`src/rtl/hfc_pkg.sv`:
```
// Purpose: Shared constants for the hold-off fail-over counter block
// Assumes: 32-bit classic Wishbone register bus, word-aligned registers
// Notes: Register offsets are byte addresses
`default_nettype none
package hfc_pkg;
    localparam logic [3:0] CTRL_OFS = 4'h0;
    localparam logic [3:0] HOLD_OFS = 4'h4;
    localparam logic [3:0] STAT_OFS = 4'h8;
    // Control register fields
    localparam int MODE_LSB = 0;
    localparam int SEL_LSB = 2;
    localparam int DIV_LSB = 4;
    // Reset values
    localparam logic [1:0] MODE_RST = 2'h0;
    localparam logic [1:0] SEL_RST = 2'h0;
    localparam logic [1:0] DIV_RST = 2'h2;
    localparam logic [7:0] HOLD_RST = 8'h80;
    // Selection mode codes
    localparam logic [1:0] MODE_AUTO_HOLD = 2'h3;
    // Tick divider exponents, powers of two of the VCXO pulse train
    localparam int DIV_EXP_0 = 15;
    localparam int DIV_EXP_1 = 16;
    localparam int DIV_EXP_2 = 17;
    localparam int PRE_W = 17;
    typedef enum logic [1:0] {
        HFC_IDLE = 2'b01,
        HFC_COUNT = 2'b10
    } hfc_state_e;
endpackage : hfc_pkg
`default_nettype wire

```
`src/rtl/hfc_top.sv`:
```
// Purpose: Hold-off down-counter that requests a reference fail-over
// Assumes: vcxo_pulse_i is a one-cycle pulse per VCXO output period,
//          synchronous to clk_i; los_i and active_ref_i are synchronous
// Notes: Single clock; divider ticks are counted from the VCXO pulse input
// Operation
// - Manual modes select reference by select field
// - Counter runs only in automatic-with-holdover mode
// - Loss of signal starts countdown from setting
// - Zero transition requests switch to another input
// - One decrement per divided VCXO tick
// - Reload setting after every zero transition
// - Divider 2^15/2^16/2^17, reset code 10
//
// Decided for this implementation: the Wishbone interface to the registers and the placing of the registers.
`default_nettype none
module hfc_top #(
    // Width of the hold-off counter and its setting register
    parameter int HOLD_W = 8
) (
    // Clock and reset
    input wire logic clk_i,
    input wire logic rst_i,
    // Wishbone slave
    input wire logic wb_cyc_i,
    input wire logic wb_stb_i,
    input wire logic wb_we_i,
    input wire logic [3:0] wb_adr_i,
    input wire logic [3:0] wb_sel_i,
    input wire logic [31:0] wb_dat_i,
    output logic [31:0] wb_dat_o,
    output logic wb_ack_o,
    // Reference monitoring
    input wire logic vcxo_pulse_i,
    input wire logic [3:0] los_i,
    input wire logic [1:0] active_ref_i,
    // Selection outputs
    output logic [1:0] ref_sel_o,
    output logic failover_req_o
);
    import hfc_pkg::*;

    // The status word and bus decode only fit the 8-bit counter
    if (HOLD_W != 8) begin : g_width_check
        $error("Hold-off counter width must be 8");
    end

    logic [1:0] ref_selection_mode;
    logic [1:0] ref_select;
    logic [1:0] holdoff_tick_divider;
    logic [7:0] holdoff_period_setting;
    logic [7:0] holdoff_cnt;
    logic [PRE_W-1:0] pre_cnt;
    logic [3:0] los_q;
    hfc_state_e state;

    function automatic logic [PRE_W-1:0] div_mask(input logic [1:0] code);
        unique case (code)
            2'h0: div_mask = PRE_W'((1 << DIV_EXP_0) - 1);
            2'h1: div_mask = PRE_W'((1 << DIV_EXP_1) - 1);
            default: div_mask = PRE_W'((1 << DIV_EXP_2) - 1);
        endcase
    endfunction : div_mask

    // Bus decode
    wire access = wb_cyc_i && wb_stb_i && !wb_ack_o;
    wire wr_lo = access && wb_we_i && wb_sel_i[0];
    wire hit_ctrl = wb_adr_i == CTRL_OFS;
    wire hit_hold = wb_adr_i == HOLD_OFS;
    wire hit_stat = wb_adr_i == STAT_OFS;
    wire [31:0] ctrl_word = {26'h0, holdoff_tick_divider, ref_select, ref_selection_mode};
    wire [31:0] stat_word = {21'h0, state == HFC_COUNT, active_ref_i, holdoff_cnt};
    wire [31:0] rd_word = hit_ctrl ? ctrl_word :
                          hit_hold ? {24'h0, holdoff_period_setting} :
                          hit_stat ? stat_word : 32'h0;

    // Hold-off timing decode
    wire auto_hold = ref_selection_mode == MODE_AUTO_HOLD;
    wire [PRE_W-1:0] mask = div_mask(holdoff_tick_divider);
    wire tick = vcxo_pulse_i && ((pre_cnt & mask) == mask);
    wire los_rise = los_i[active_ref_i] && !los_q[active_ref_i];
    wire start = auto_hold && state == HFC_IDLE && los_rise;
    wire counting = auto_hold && state == HFC_COUNT;
    wire hit_zero = counting && tick && holdoff_cnt <= 8'h01;

    always_ff @(posedge clk_i) begin
        if (rst_i) begin
            wb_ack_o <= 1'b0;
            wb_dat_o <= 32'h0;
        end else begin
            wb_ack_o <= access;
            wb_dat_o <= access ? rd_word : 32'h0;
        end
    end

    always_ff @(posedge clk_i) begin
        if (rst_i) begin
            ref_selection_mode <= MODE_RST;
            ref_select <= SEL_RST;
            holdoff_tick_divider <= DIV_RST;
        end else if (wr_lo && hit_ctrl) begin
            ref_selection_mode <= wb_dat_i[MODE_LSB +: 2];
            ref_select <= wb_dat_i[SEL_LSB +: 2];
            holdoff_tick_divider <= wb_dat_i[DIV_LSB +: 2];
        end
    end

    always_ff @(posedge clk_i) begin
        if (rst_i) begin
            holdoff_period_setting <= HOLD_RST;
        end else if (wr_lo && hit_hold) begin
            holdoff_period_setting <= wb_dat_i[7:0];
        end
    end

    always_ff @(posedge clk_i) begin
        if (rst_i) begin
            los_q <= 4'h0;
        end else begin
            los_q <= los_i;
        end
    end

    // Prescaler restarts with each countdown so the first tick is a full period
    always_ff @(posedge clk_i) begin
        if (rst_i || start) begin
            pre_cnt <= '0;
        end else if (vcxo_pulse_i) begin
            pre_cnt <= (pre_cnt & mask) == mask ? '0 : pre_cnt + 1'b1;
        end
    end

    always_ff @(posedge clk_i) begin
        if (rst_i) begin
            state <= HFC_IDLE;
        end else if (!auto_hold || hit_zero) begin
            state <= HFC_IDLE;
        end else if (start) begin
            state <= HFC_COUNT;
        end
    end

    always_ff @(posedge clk_i) begin
        if (rst_i) begin
            holdoff_cnt <= HOLD_RST;
        end else if (start || hit_zero) begin
            holdoff_cnt <= holdoff_period_setting;
        end else if (counting && tick) begin
            holdoff_cnt <= holdoff_cnt - 8'h01;
        end
    end

    always_ff @(posedge clk_i) begin
        if (rst_i) begin
            failover_req_o <= 1'b0;
            ref_sel_o <= SEL_RST;
        end else begin
            failover_req_o <= hit_zero;
            ref_sel_o <= ref_selection_mode[0] ? active_ref_i : ref_select;
        end
    end

    // Checks
    mode_gate_a: assert property (@(posedge clk_i) disable iff (rst_i)
        !auto_hold |=> state == HFC_IDLE && !failover_req_o)
        else $error("Hold-off active outside automatic holdover mode");
    los_start_a: assert property (@(posedge clk_i) disable iff (rst_i)
        start |=> state == HFC_COUNT && holdoff_cnt == $past(holdoff_period_setting))
        else $error("Countdown did not start on loss of signal");
    zero_fail_a: assert property (@(posedge clk_i) disable iff (rst_i)
        counting && tick && holdoff_cnt == 8'h01 |=> failover_req_o ##1 !failover_req_o)
        else $error("No single fail-over pulse at zero transition");
    tick_dec_a: assert property (@(posedge clk_i) disable iff (rst_i)
        counting && tick && holdoff_cnt > 8'h01 |=> holdoff_cnt == $past(holdoff_cnt) - 8'h01)
        else $error("Counter did not decrement on tick");
    hold_still_a: assert property (@(posedge clk_i) disable iff (rst_i)
        counting && !tick |=> $stable(holdoff_cnt))
        else $error("Counter moved without a tick");
    reload_a: assert property (@(posedge clk_i) disable iff (rst_i)
        $rose(failover_req_o) |-> holdoff_cnt == $past(holdoff_period_setting) && state == HFC_IDLE)
        else $error("Counter not reloaded after zero transition");
    tick_span_a: assert property (@(posedge clk_i) disable iff (rst_i)
        tick |-> pre_cnt[DIV_EXP_0-1:0] == 15'h7FFF && (holdoff_tick_divider == 2'h0 || pre_cnt[15]))
        else $error("Tick outside divider period");
    code_three_a: assert property (@(posedge clk_i) disable iff (rst_i)
        holdoff_tick_divider == 2'h3 && tick |-> pre_cnt[16])
        else $error("Reserved divider code not at largest divisor");
    manual_sel_a: assert property (@(posedge clk_i) disable iff (rst_i)
        !ref_selection_mode[0] |=> ref_sel_o == $past(ref_select))
        else $error("Manual reference select not followed");
    ack_pulse_a: assert property (@(posedge clk_i) disable iff (rst_i)
        wb_ack_o |=> !wb_ack_o)
        else $error("Bus acknowledge longer than one cycle");

    // Bus checks
    ack_follow_a: assert property (@(posedge clk_i) disable iff (rst_i)
        access |=> wb_ack_o)
        else $error("Taken access not acknowledged next cycle");

    ack_cause_a: assert property (@(posedge clk_i) disable iff (rst_i)
        !access |=> !wb_ack_o)
        else $error("Acknowledge without a taken access");

    dat_idle_a: assert property (@(posedge clk_i) disable iff (rst_i)
        !wb_ack_o |-> wb_dat_o == 32'h0)
        else $error("Read data not zero outside acknowledge");

    rd_ctrl_a: assert property (@(posedge clk_i) disable iff (rst_i)
        access && !wb_we_i && hit_ctrl |=> wb_dat_o == $past(ctrl_word))
        else $error("Control read data wrong");

    rd_hold_a: assert property (@(posedge clk_i) disable iff (rst_i)
        access && !wb_we_i && hit_hold |=> wb_dat_o[7:0] == $past(holdoff_period_setting))
        else $error("Setting read data wrong");

    rd_stat_a: assert property (@(posedge clk_i) disable iff (rst_i)
        access && !wb_we_i && hit_stat |=> wb_dat_o == $past(stat_word))
        else $error("Status read data wrong");

    rd_unmapped_a: assert property (@(posedge clk_i) disable iff (rst_i)
        access && !hit_ctrl && !hit_hold && !hit_stat |=> wb_dat_o == 32'h0)
        else $error("Unmapped read not zero");

    wr_hold_a: assert property (@(posedge clk_i) disable iff (rst_i)
        wr_lo && hit_hold |=> holdoff_period_setting == $past(wb_dat_i[7:0]))
        else $error("Setting write lost");

    wr_ctrl_a: assert property (@(posedge clk_i) disable iff (rst_i)
        wr_lo && hit_ctrl |=> ctrl_word[5:0] == $past(wb_dat_i[5:0]))
        else $error("Control write lost");

    sel_guard_a: assert property (@(posedge clk_i) disable iff (rst_i)
        access && wb_we_i && !wb_sel_i[0] |=> $stable(ctrl_word) && $stable(holdoff_period_setting))
        else $error("Write without low byte enable took effect");

    div_keep_a: assert property (@(posedge clk_i) disable iff (rst_i)
        !(wr_lo && hit_ctrl) |=> $stable(holdoff_tick_divider))
        else $error("Divider code changed without a write");

    hold_keep_a: assert property (@(posedge clk_i) disable iff (rst_i)
        !(wr_lo && hit_hold) |=> $stable(holdoff_period_setting))
        else $error("Setting changed without a write");

    ack_no_write_a: assert property (@(posedge clk_i) disable iff (rst_i)
        wb_ack_o |=> $stable(ctrl_word))
        else $error("Control written during acknowledge");

    // Selection checks
    auto_sel_a: assert property (@(posedge clk_i) disable iff (rst_i)
        ref_selection_mode[0] |=> ref_sel_o == $past(active_ref_i))
        else $error("Automatic reference not passed through");

    // Hold-off checks
    idle_still_a: assert property (@(posedge clk_i) disable iff (rst_i)
        state == HFC_IDLE && !start |=> $stable(holdoff_cnt))
        else $error("Counter moved while idle");

    fail_single_a: assert property (@(posedge clk_i) disable iff (rst_i)
        failover_req_o |=> !failover_req_o)
        else $error("Fail-over request longer than one cycle");

    fail_cause_a: assert property (@(posedge clk_i) disable iff (rst_i)
        failover_req_o |-> $past(counting))
        else $error("Fail-over request without countdown");

    idle_no_fail_a: assert property (@(posedge clk_i) disable iff (rst_i)
        state == HFC_IDLE |=> !failover_req_o)
        else $error("Fail-over request from idle");

    los_ignored_a: assert property (@(posedge clk_i) disable iff (rst_i)
        counting && los_rise && !hit_zero |=> state == HFC_COUNT)
        else $error("Loss of signal disturbed a running countdown");

    count_stays_a: assert property (@(posedge clk_i) disable iff (rst_i)
        counting && !hit_zero |=> state == HFC_COUNT)
        else $error("Countdown left early");

    zero_reload_a: assert property (@(posedge clk_i) disable iff (rst_i)
        hit_zero |=> holdoff_cnt == $past(holdoff_period_setting))
        else $error("No reload at zero transition");

    state_legal_a: assert property (@(posedge clk_i) disable iff (rst_i)
        state == HFC_IDLE || state == HFC_COUNT)
        else $error("Illegal countdown state");

    // Prescaler checks
    pre_clear_a: assert property (@(posedge clk_i) disable iff (rst_i)
        start |=> pre_cnt == '0)
        else $error("Prescaler not cleared at countdown start");

    pre_hold_a: assert property (@(posedge clk_i) disable iff (rst_i)
        !vcxo_pulse_i && !start |=> $stable(pre_cnt))
        else $error("Prescaler moved without a VCXO pulse");

    pre_step_a: assert property (@(posedge clk_i) disable iff (rst_i)
        vcxo_pulse_i && !start && (pre_cnt & mask) != mask
        |=> pre_cnt == $past(pre_cnt) + 1'b1)
        else $error("Prescaler did not step on a VCXO pulse");

    tick_wrap_a: assert property (@(posedge clk_i) disable iff (rst_i)
        tick && !start |=> pre_cnt == '0)
        else $error("Prescaler did not wrap at tick");


    failover_c: cover property (@(posedge clk_i) disable iff (rst_i) failover_req_o);
    start_c: cover property (@(posedge clk_i) disable iff (rst_i) start);
    tick_c: cover property (@(posedge clk_i) disable iff (rst_i) counting && tick);
    write_c: cover property (@(posedge clk_i) disable iff (rst_i) wr_lo && hit_hold);
endmodule : hfc_top
`default_nettype wire

```
`config.mk`:
```
export PLATFORM = sky130hd
export DESIGN_NAME = hfc_top
export DESIGN_NICKNAME = d
export VERILOG_FILES = /design/src/rtl/hfc_pkg.sv /design/src/rtl/hfc_top.sv
export SDC_FILE = /design/constraint.sdc
export NUM_CORES = 1
export LEC_CHECK = 0
export ABC_AREA = 1
export BUFFER_PORTS_ARGS = -buffer_cell sky130_fd_sc_hd__clkbuf_2
export CORE_AREA = 3 3 89 91
export DETAILED_ROUTE_END_ITERATION = 16
export DIE_AREA = 0 0 92 94
export PLACE_DENSITY_LB_ADDON = 0.2
export SLEW_MARGIN = 30
export SYNTH_ARGS = -nofsm -noshare
export SYNTH_HDL_FRONTEND = slang
export SYNTH_SLANG_ARGS = --single-unit
```
`constraint.sdc`:
```
create_clock -name clk_i -period 2.1 [get_ports clk_i]
set_input_delay 0.42 -clock clk_i [delete_from_list [all_inputs] [get_ports clk_i]]
set_output_delay 0.42 -clock clk_i [all_outputs]
set_load 0.05 [all_outputs]
```
# [Word level (Yosys, flattened, before mapping)]
# Cells that the tools add are included.
# W data, S select, Z words.
[classes] muxes=12 bitwise=3 magnitude_cmp=2 addsub=2 n_reduce_logical=27 eq_ne=7
[ops] op="$pmux W17 S2" n=1
[ops] op="$mux W8" n=4
[ops] op="$add A17 B1 Y17 const B" n=1
[ops] op="$and A17 B17 Y17" n=1
[ops] op="$eq A17 B17 Y1" n=1
[ops] op="$mux W17" n=1
[ops] op="$logic_and A1 B1 Y1" n=13
[ops] op="$le A8 B1 Y1 const B" n=1
[ops] op="$sub A8 B1 Y8 const B" n=1
[ops] op="$mux W6" n=1
[ops] op="$reduce_or A5 Y1" n=1
[ops] op="$bmux W1 S2" n=2
[ops] op="$eq A2 B1 Y1 const B" n=2
[ops] op="$eq A2 B2 Y1 const B" n=2
[ops] op="$eq A4 B3 Y1 const B" n=1
[ops] op="$eq A4 B4 Y1 const B" n=1
[ops] op="$logic_not A4 Y1" n=1
[ops] op="$reduce_or A2 Y1" n=2
[ops] op="$reduce_or A4 Y1" n=1
[ops] op="$logic_not A1 Y1" n=3
[ops] op="$logic_or A1 B1 Y1" n=3
[ops] op="$lt A2 B3 Y1 const B" n=1
[ops] op="$reduce_or A3 Y1" n=1
[ops] op="$logic_not A2 Y1" n=1
[ops] op="4 further kinds" n=6
[word_totals] output_inout_bits=36 reg_bits=81 in_bits=52 elab_cells=68

# [Logic depth before layout (Yosys ltp)]
[depth] word_depth=9 depth_mapped=12 mapped_depth_nobuf=12

# [Least setup slack after synthesis]
# OpenSTA, ideal clock, no wires.
[synth_timing] path_kind="input to register" startpoint="input port wb_adr_i[1]" endpoint="register holdoff_period_setting[5]" t_arrival_ps=1414 n_path_buf=0 setup_ps=119 path_stages=7 t_required_ps=1981 setup_slack_ps=567 path_cell_list="or2_1 > nor2_1 > nand2_1 > nor2_2 > inv_2 > o21ai_0 > a21oi_1"
[synth_between] elab_chain_len=2
[synth_rtl] element="start, declared" line_no="hfc_top.sv:27" rtl="input wire logic [3:0] wb_adr_i,"
[synth_rtl] element="$eq A4 B3 Y1" line_no="hfc_top.sv:68" rtl="wire hit_hold = wb_adr_i == HOLD_OFS;"
[synth_rtl] element="$logic_and A1 B1 Y1" line_no="hfc_top.sv:110" rtl="end else if (wr_lo && hit_hold) begin"
[synth_rtl] element="end signal, assigned" line_no="hfc_top.sv:111" rtl="holdoff_period_setting <= wb_dat_i[7:0];"
[synth_rtl] element="end, declared" line_no="hfc_top.sv:50" rtl="logic [7:0] holdoff_period_setting;"
# No other way between the ends.
# A chain may end at the register's enable or synchronous reset.

# [Worst setup path after layout]
[layout_timing] startpoint="register pre_cnt[1]" endpoint="register holdoff_cnt[7]"
[layout_between] elab_chain_len=7 word_cells_on_any_way=8 classes_between="eq/ne (1); mux (1); bitwise (1); reduce/logical (5)"
[layout_rtl] element="start, declared" line_no="hfc_top.sv:52" rtl="logic [PRE_W-1:0] pre_cnt;"
[layout_rtl] element="start signal, assigned" line_no="hfc_top.sv:128" rtl="pre_cnt <= (pre_cnt & mask) == mask ? '0 : pre_cnt + 1'b1;"
[layout_rtl] element="$and A17 B17 Y17 *" line_no="hfc_top.sv:79" rtl="wire tick = vcxo_pulse_i && ((pre_cnt & mask) == mask);"
[layout_rtl] element="$eq A17 B17 Y1 *" line_no="hfc_top.sv:79"
[layout_rtl] element="$logic_and A1 B1 Y1 *" line_no="hfc_top.sv:79"
[layout_rtl] element="$logic_and A1 B1 Y1 *" line_no="hfc_top.sv:83, hfc_top.sv:147"
[layout_rtl] element="$logic_and A1 B1 Y1" line_no="hfc_top.sv:83" rtl="wire hit_zero = counting && tick && holdoff_cnt <= 8'h01;"
[layout_rtl] element="$logic_or A1 B1 Y1" line_no="hfc_top.sv:145" rtl="end else if (start || hit_zero) begin"
[layout_rtl] element="$mux W8 or $reduce_bool A2 Y1 (tied branches)"
[layout_rtl] element="end signal, assigned" line_no="hfc_top.sv:146" rtl="holdoff_cnt <= holdoff_period_setting;"
[layout_rtl] element="end signal, assigned" line_no="hfc_top.sv:148" rtl="holdoff_cnt <= holdoff_cnt - 8'h01;"
[layout_rtl] element="end, declared" line_no="hfc_top.sv:51" rtl="logic [7:0] holdoff_cnt;"
# Every way passes the cells marked *; elsewhere a longest branch is shown, timed or not.

==> reports/metrics.csv <==
metric,value,unit
status,finished clean,
Cells after Synth,385,
WP data required,2.31,ns
yosys warns,0,
initial antenna violation count,0,
fin. max-slew vios,0,
initial DRC count,93,
hold crit path type,primary input to flop,
"antenna viol nets, final",0,
setup_tns,0,ns
Initial Util,39.3,%
Worst setup SP type,flop,
min cycle time layout,1.76,ns
Top Family by Delay on Critical Path,simple AND/OR/NAND/NOR gates,
TritonCTS clock tree,yes,
Avg Vias per Cell,4.55,
total CTS buffers,9,
register area share after synthesis,42.4,%
"Reg clk slew, reported paths",0.07,ns
Worst-Skew Late Latency,0.34,ns
post-cts hold buffer count,0,
dpl hpwl,4780,µm
height of the die,94,µm
total number of vias,2456,
slowest cell on the critical path,dfxtp_1,
WS Path Type,flop to flop,
Clock Sinks,60,
total wire length,6160,µm
first-pass GRT wire length,10500,µm
period utilization,83.6,%
1st-pass router iterations,4,
CP peak stage delay,0.36,ns
vias in the first global route,2267,
Worst Clk Skew,0.0149,ns
library cells used by synthesis,33,
RD Place Congestion,0.778,
Routed WL per cell,11.4,µm
dpl cells,524,
crit end category,flop,
"Remaining Overflow, GRT",0,
Final WS setup,0.344,ns
setup violators final,0,
mapped cell area,0.00283,mm²
cts repair resizes,0,
Ports,88,
Max Freq,570,MHz
Layout area overhead,17.7,%
Yosys reg bits,60,
nets,491,
layout cells sized above 1,18.8,%
# Max-Cap Violations,0,
worst-case vdd ir drop,0.000436,V
RSZ-0062 raised after global routing,false,
Die W,92,µm
Root Buffer,clkbuf_8,
pre-CTS setup slack,0.345,ns
cells along the critical path,ha_1 > nand2_2 > nor2_4 > nand3_2 > nor3_2 > nand2_1 > nand2_2 > inv_2 > nand2_1 > nand3_1,
die area,0.00865,mm²
Rows,31,
core area,0.00721,mm²
final hold violations,0,
DRC,0,
largest net degree at the start of global routing,24,
PwrDens,756,mW/mm²
CTS H-tree depth,3,
P_leak,1.60,nW
CP Max Fanout,9,
Arrival @ worst endpoint,1.96,ns
postcts setup bufs,0,
I/O Buffers,39,
Mapped Avg Cell Area,7.36,µm²
antenna diode count,0,
GRT Util Overall,15.3,%
buffers and inverters on the worst path,1,
Final Instance Count excl. Fillers,540,
maximum clock path buffer count,2,
where the power goes:
| part | internal [mW] | switching [mW] | total (mW) |
|---|---|---|---|
| clock | 0.734 | 0.457 | 1.19 |
| sequential | 1.15 | 0.00501 | 1.15 |
| combinational | 0.0372 | 0.139 | 0.177 |
layout by cell type, fill, tap and decap left out, types with 2 or more instances in the layout:
cell and n:
a21oi_1 17, and3_1 2, buf_4 7, bufinv_16 2, clkbuf_2 39, clkbuf_8 11, conb_1 21, dfxtp_1 60
ha_1 3, inv_1 48, inv_2 6, nand2_1 59, nand2_2 4, nand3_1 33, nand3b_1 3, nand4_1 4
nor2_1 51, nor2_2 4, nor2_4 4, nor3_1 5, nor3_2 2, nor3b_1 3, o211ai_1 4, o21ai_0 23
o22ai_1 4, or2_1 2, xor2_1 10
layout make-up:
class | count | area [µm²]
Timing Repair Buffer | 46 | 248
Clock inverter | 5 | 81.3
Fill cell | 759 | 3880
Inverter | 55 | 206
Multi-Input combinational cell | 264 | 1320
Tap cell | 99 | 124
Sequential cell | 60 | 1200
Clock buffer | 11 | 151
sequential cells by signal, indices dropped and copies added, names as in the netlist, 4 cells and up:
signal                  cells
pre_cnt                    17
wb_dat_o                   11
los_q                       4
holdoff_cnt                 8
holdoff_period_setting      8
Yosys cell counts:
master / n / area [µm²]
a41o_1: 1 / 10.0
nand3_1: 33 / 165
nor3b_1: 3 / 22.5
nor2_1: 51 / 191
xor2_1: 10 / 87.6
inv_2: 6 / 22.5
dfxtp_1: 60 / 1200
nor3_2: 2 / 20.0
o211ai_1: 4 / 30.0
or2_1: 2 / 12.5
o21ai_1: 1 / 5.00
o21ai_0: 23 / 115
nor3_1: 5 / 25.0
nand3b_1: 3 / 22.5
nand4_1: 4 / 25.0
nor2_4: 4 / 45.0
ha_1: 3 / 37.5
a21oi_1: 17 / 85.1
inv_1: 48 / 180
clkinv_1: 1 / 3.75
nand2_1: 59 / 221
xnor2_1: 1 / 8.76
conb_1: 1 / 3.75
buf_2: 1 / 5.00
nand3_2: 1 / 10.0
nor2_2: 4 / 25.0
buf_4: 21 / 158
o211a_1: 1 / 10.0
clkbuf_1: 4 / 15.0
o22ai_1: 4 / 25.0
nand2_2: 4 / 25.0
a21o_1: 1 / 7.51
and3_1: 2 / 12.5
stage by stage:
stage                     hold slack, ns  area [µm²]  util [%]  power [mW]
after floorplan                    0.441        2910         -        1.34
after global placement             0.457        3100      43.0        1.35
after detailed placement           0.465        3100      43.0        1.35
after CTS                          0.267        3340      46.2        2.55
after global routing               0.284        3340      46.2        2.62
final                              0.282        3340      46.2        2.52
worst min-delay path: cells and delay by family:
family,cells,cell delay [ns]
buf+inv,2,0.13
simple gates,1,0.03
kinds of logic after synthesis:
| kind of cell | synth area share [%] |
|---|---|
| flip-flops | 42.4 |
| AND/OR/NAND/NOR | 29.0 |
| other | 0.132 |
| XOR/XNOR | 3.40 |
| buffers and inverters | 13.6 |
| AO/OA/AOI/OAI | 10.2 |
| adder cells (fa/ha/maj) | 1.32 |
path summary, 6_finish.rpt:
| path | slack, ns | depth (start not counted) | start | to |
|---|---|---|---|---|
| worst max-delay path | 0.34 | 10 | pre_cnt[1] | holdoff_cnt[7] |
| worst min-delay path | 0.28 | 3 | los_i[3] | los_q[3] |
| worst max register to register | 0.34 | 10 | pre_cnt[1] | holdoff_cnt[7] |
| worst min register to register | 0.48 | 2 | ref_select[1] | ref_select[1] |
layer usage:
| metal | routed length, µm | up-vias | global-route usage (%) |
|---|---|---|---|
| met3 | 254 | 9 | 4.17 |
| met1 | 2950 | 1106 | 19.8 |
| met2 | 2840 | 45 | 24.0 |
| met5 | 0 | - | 0 |
| li1 | - | 1296 | - |
| met4 | 111 | 0 | 6.68 |
Note: power is estimated with default switching activity, not from simulation.
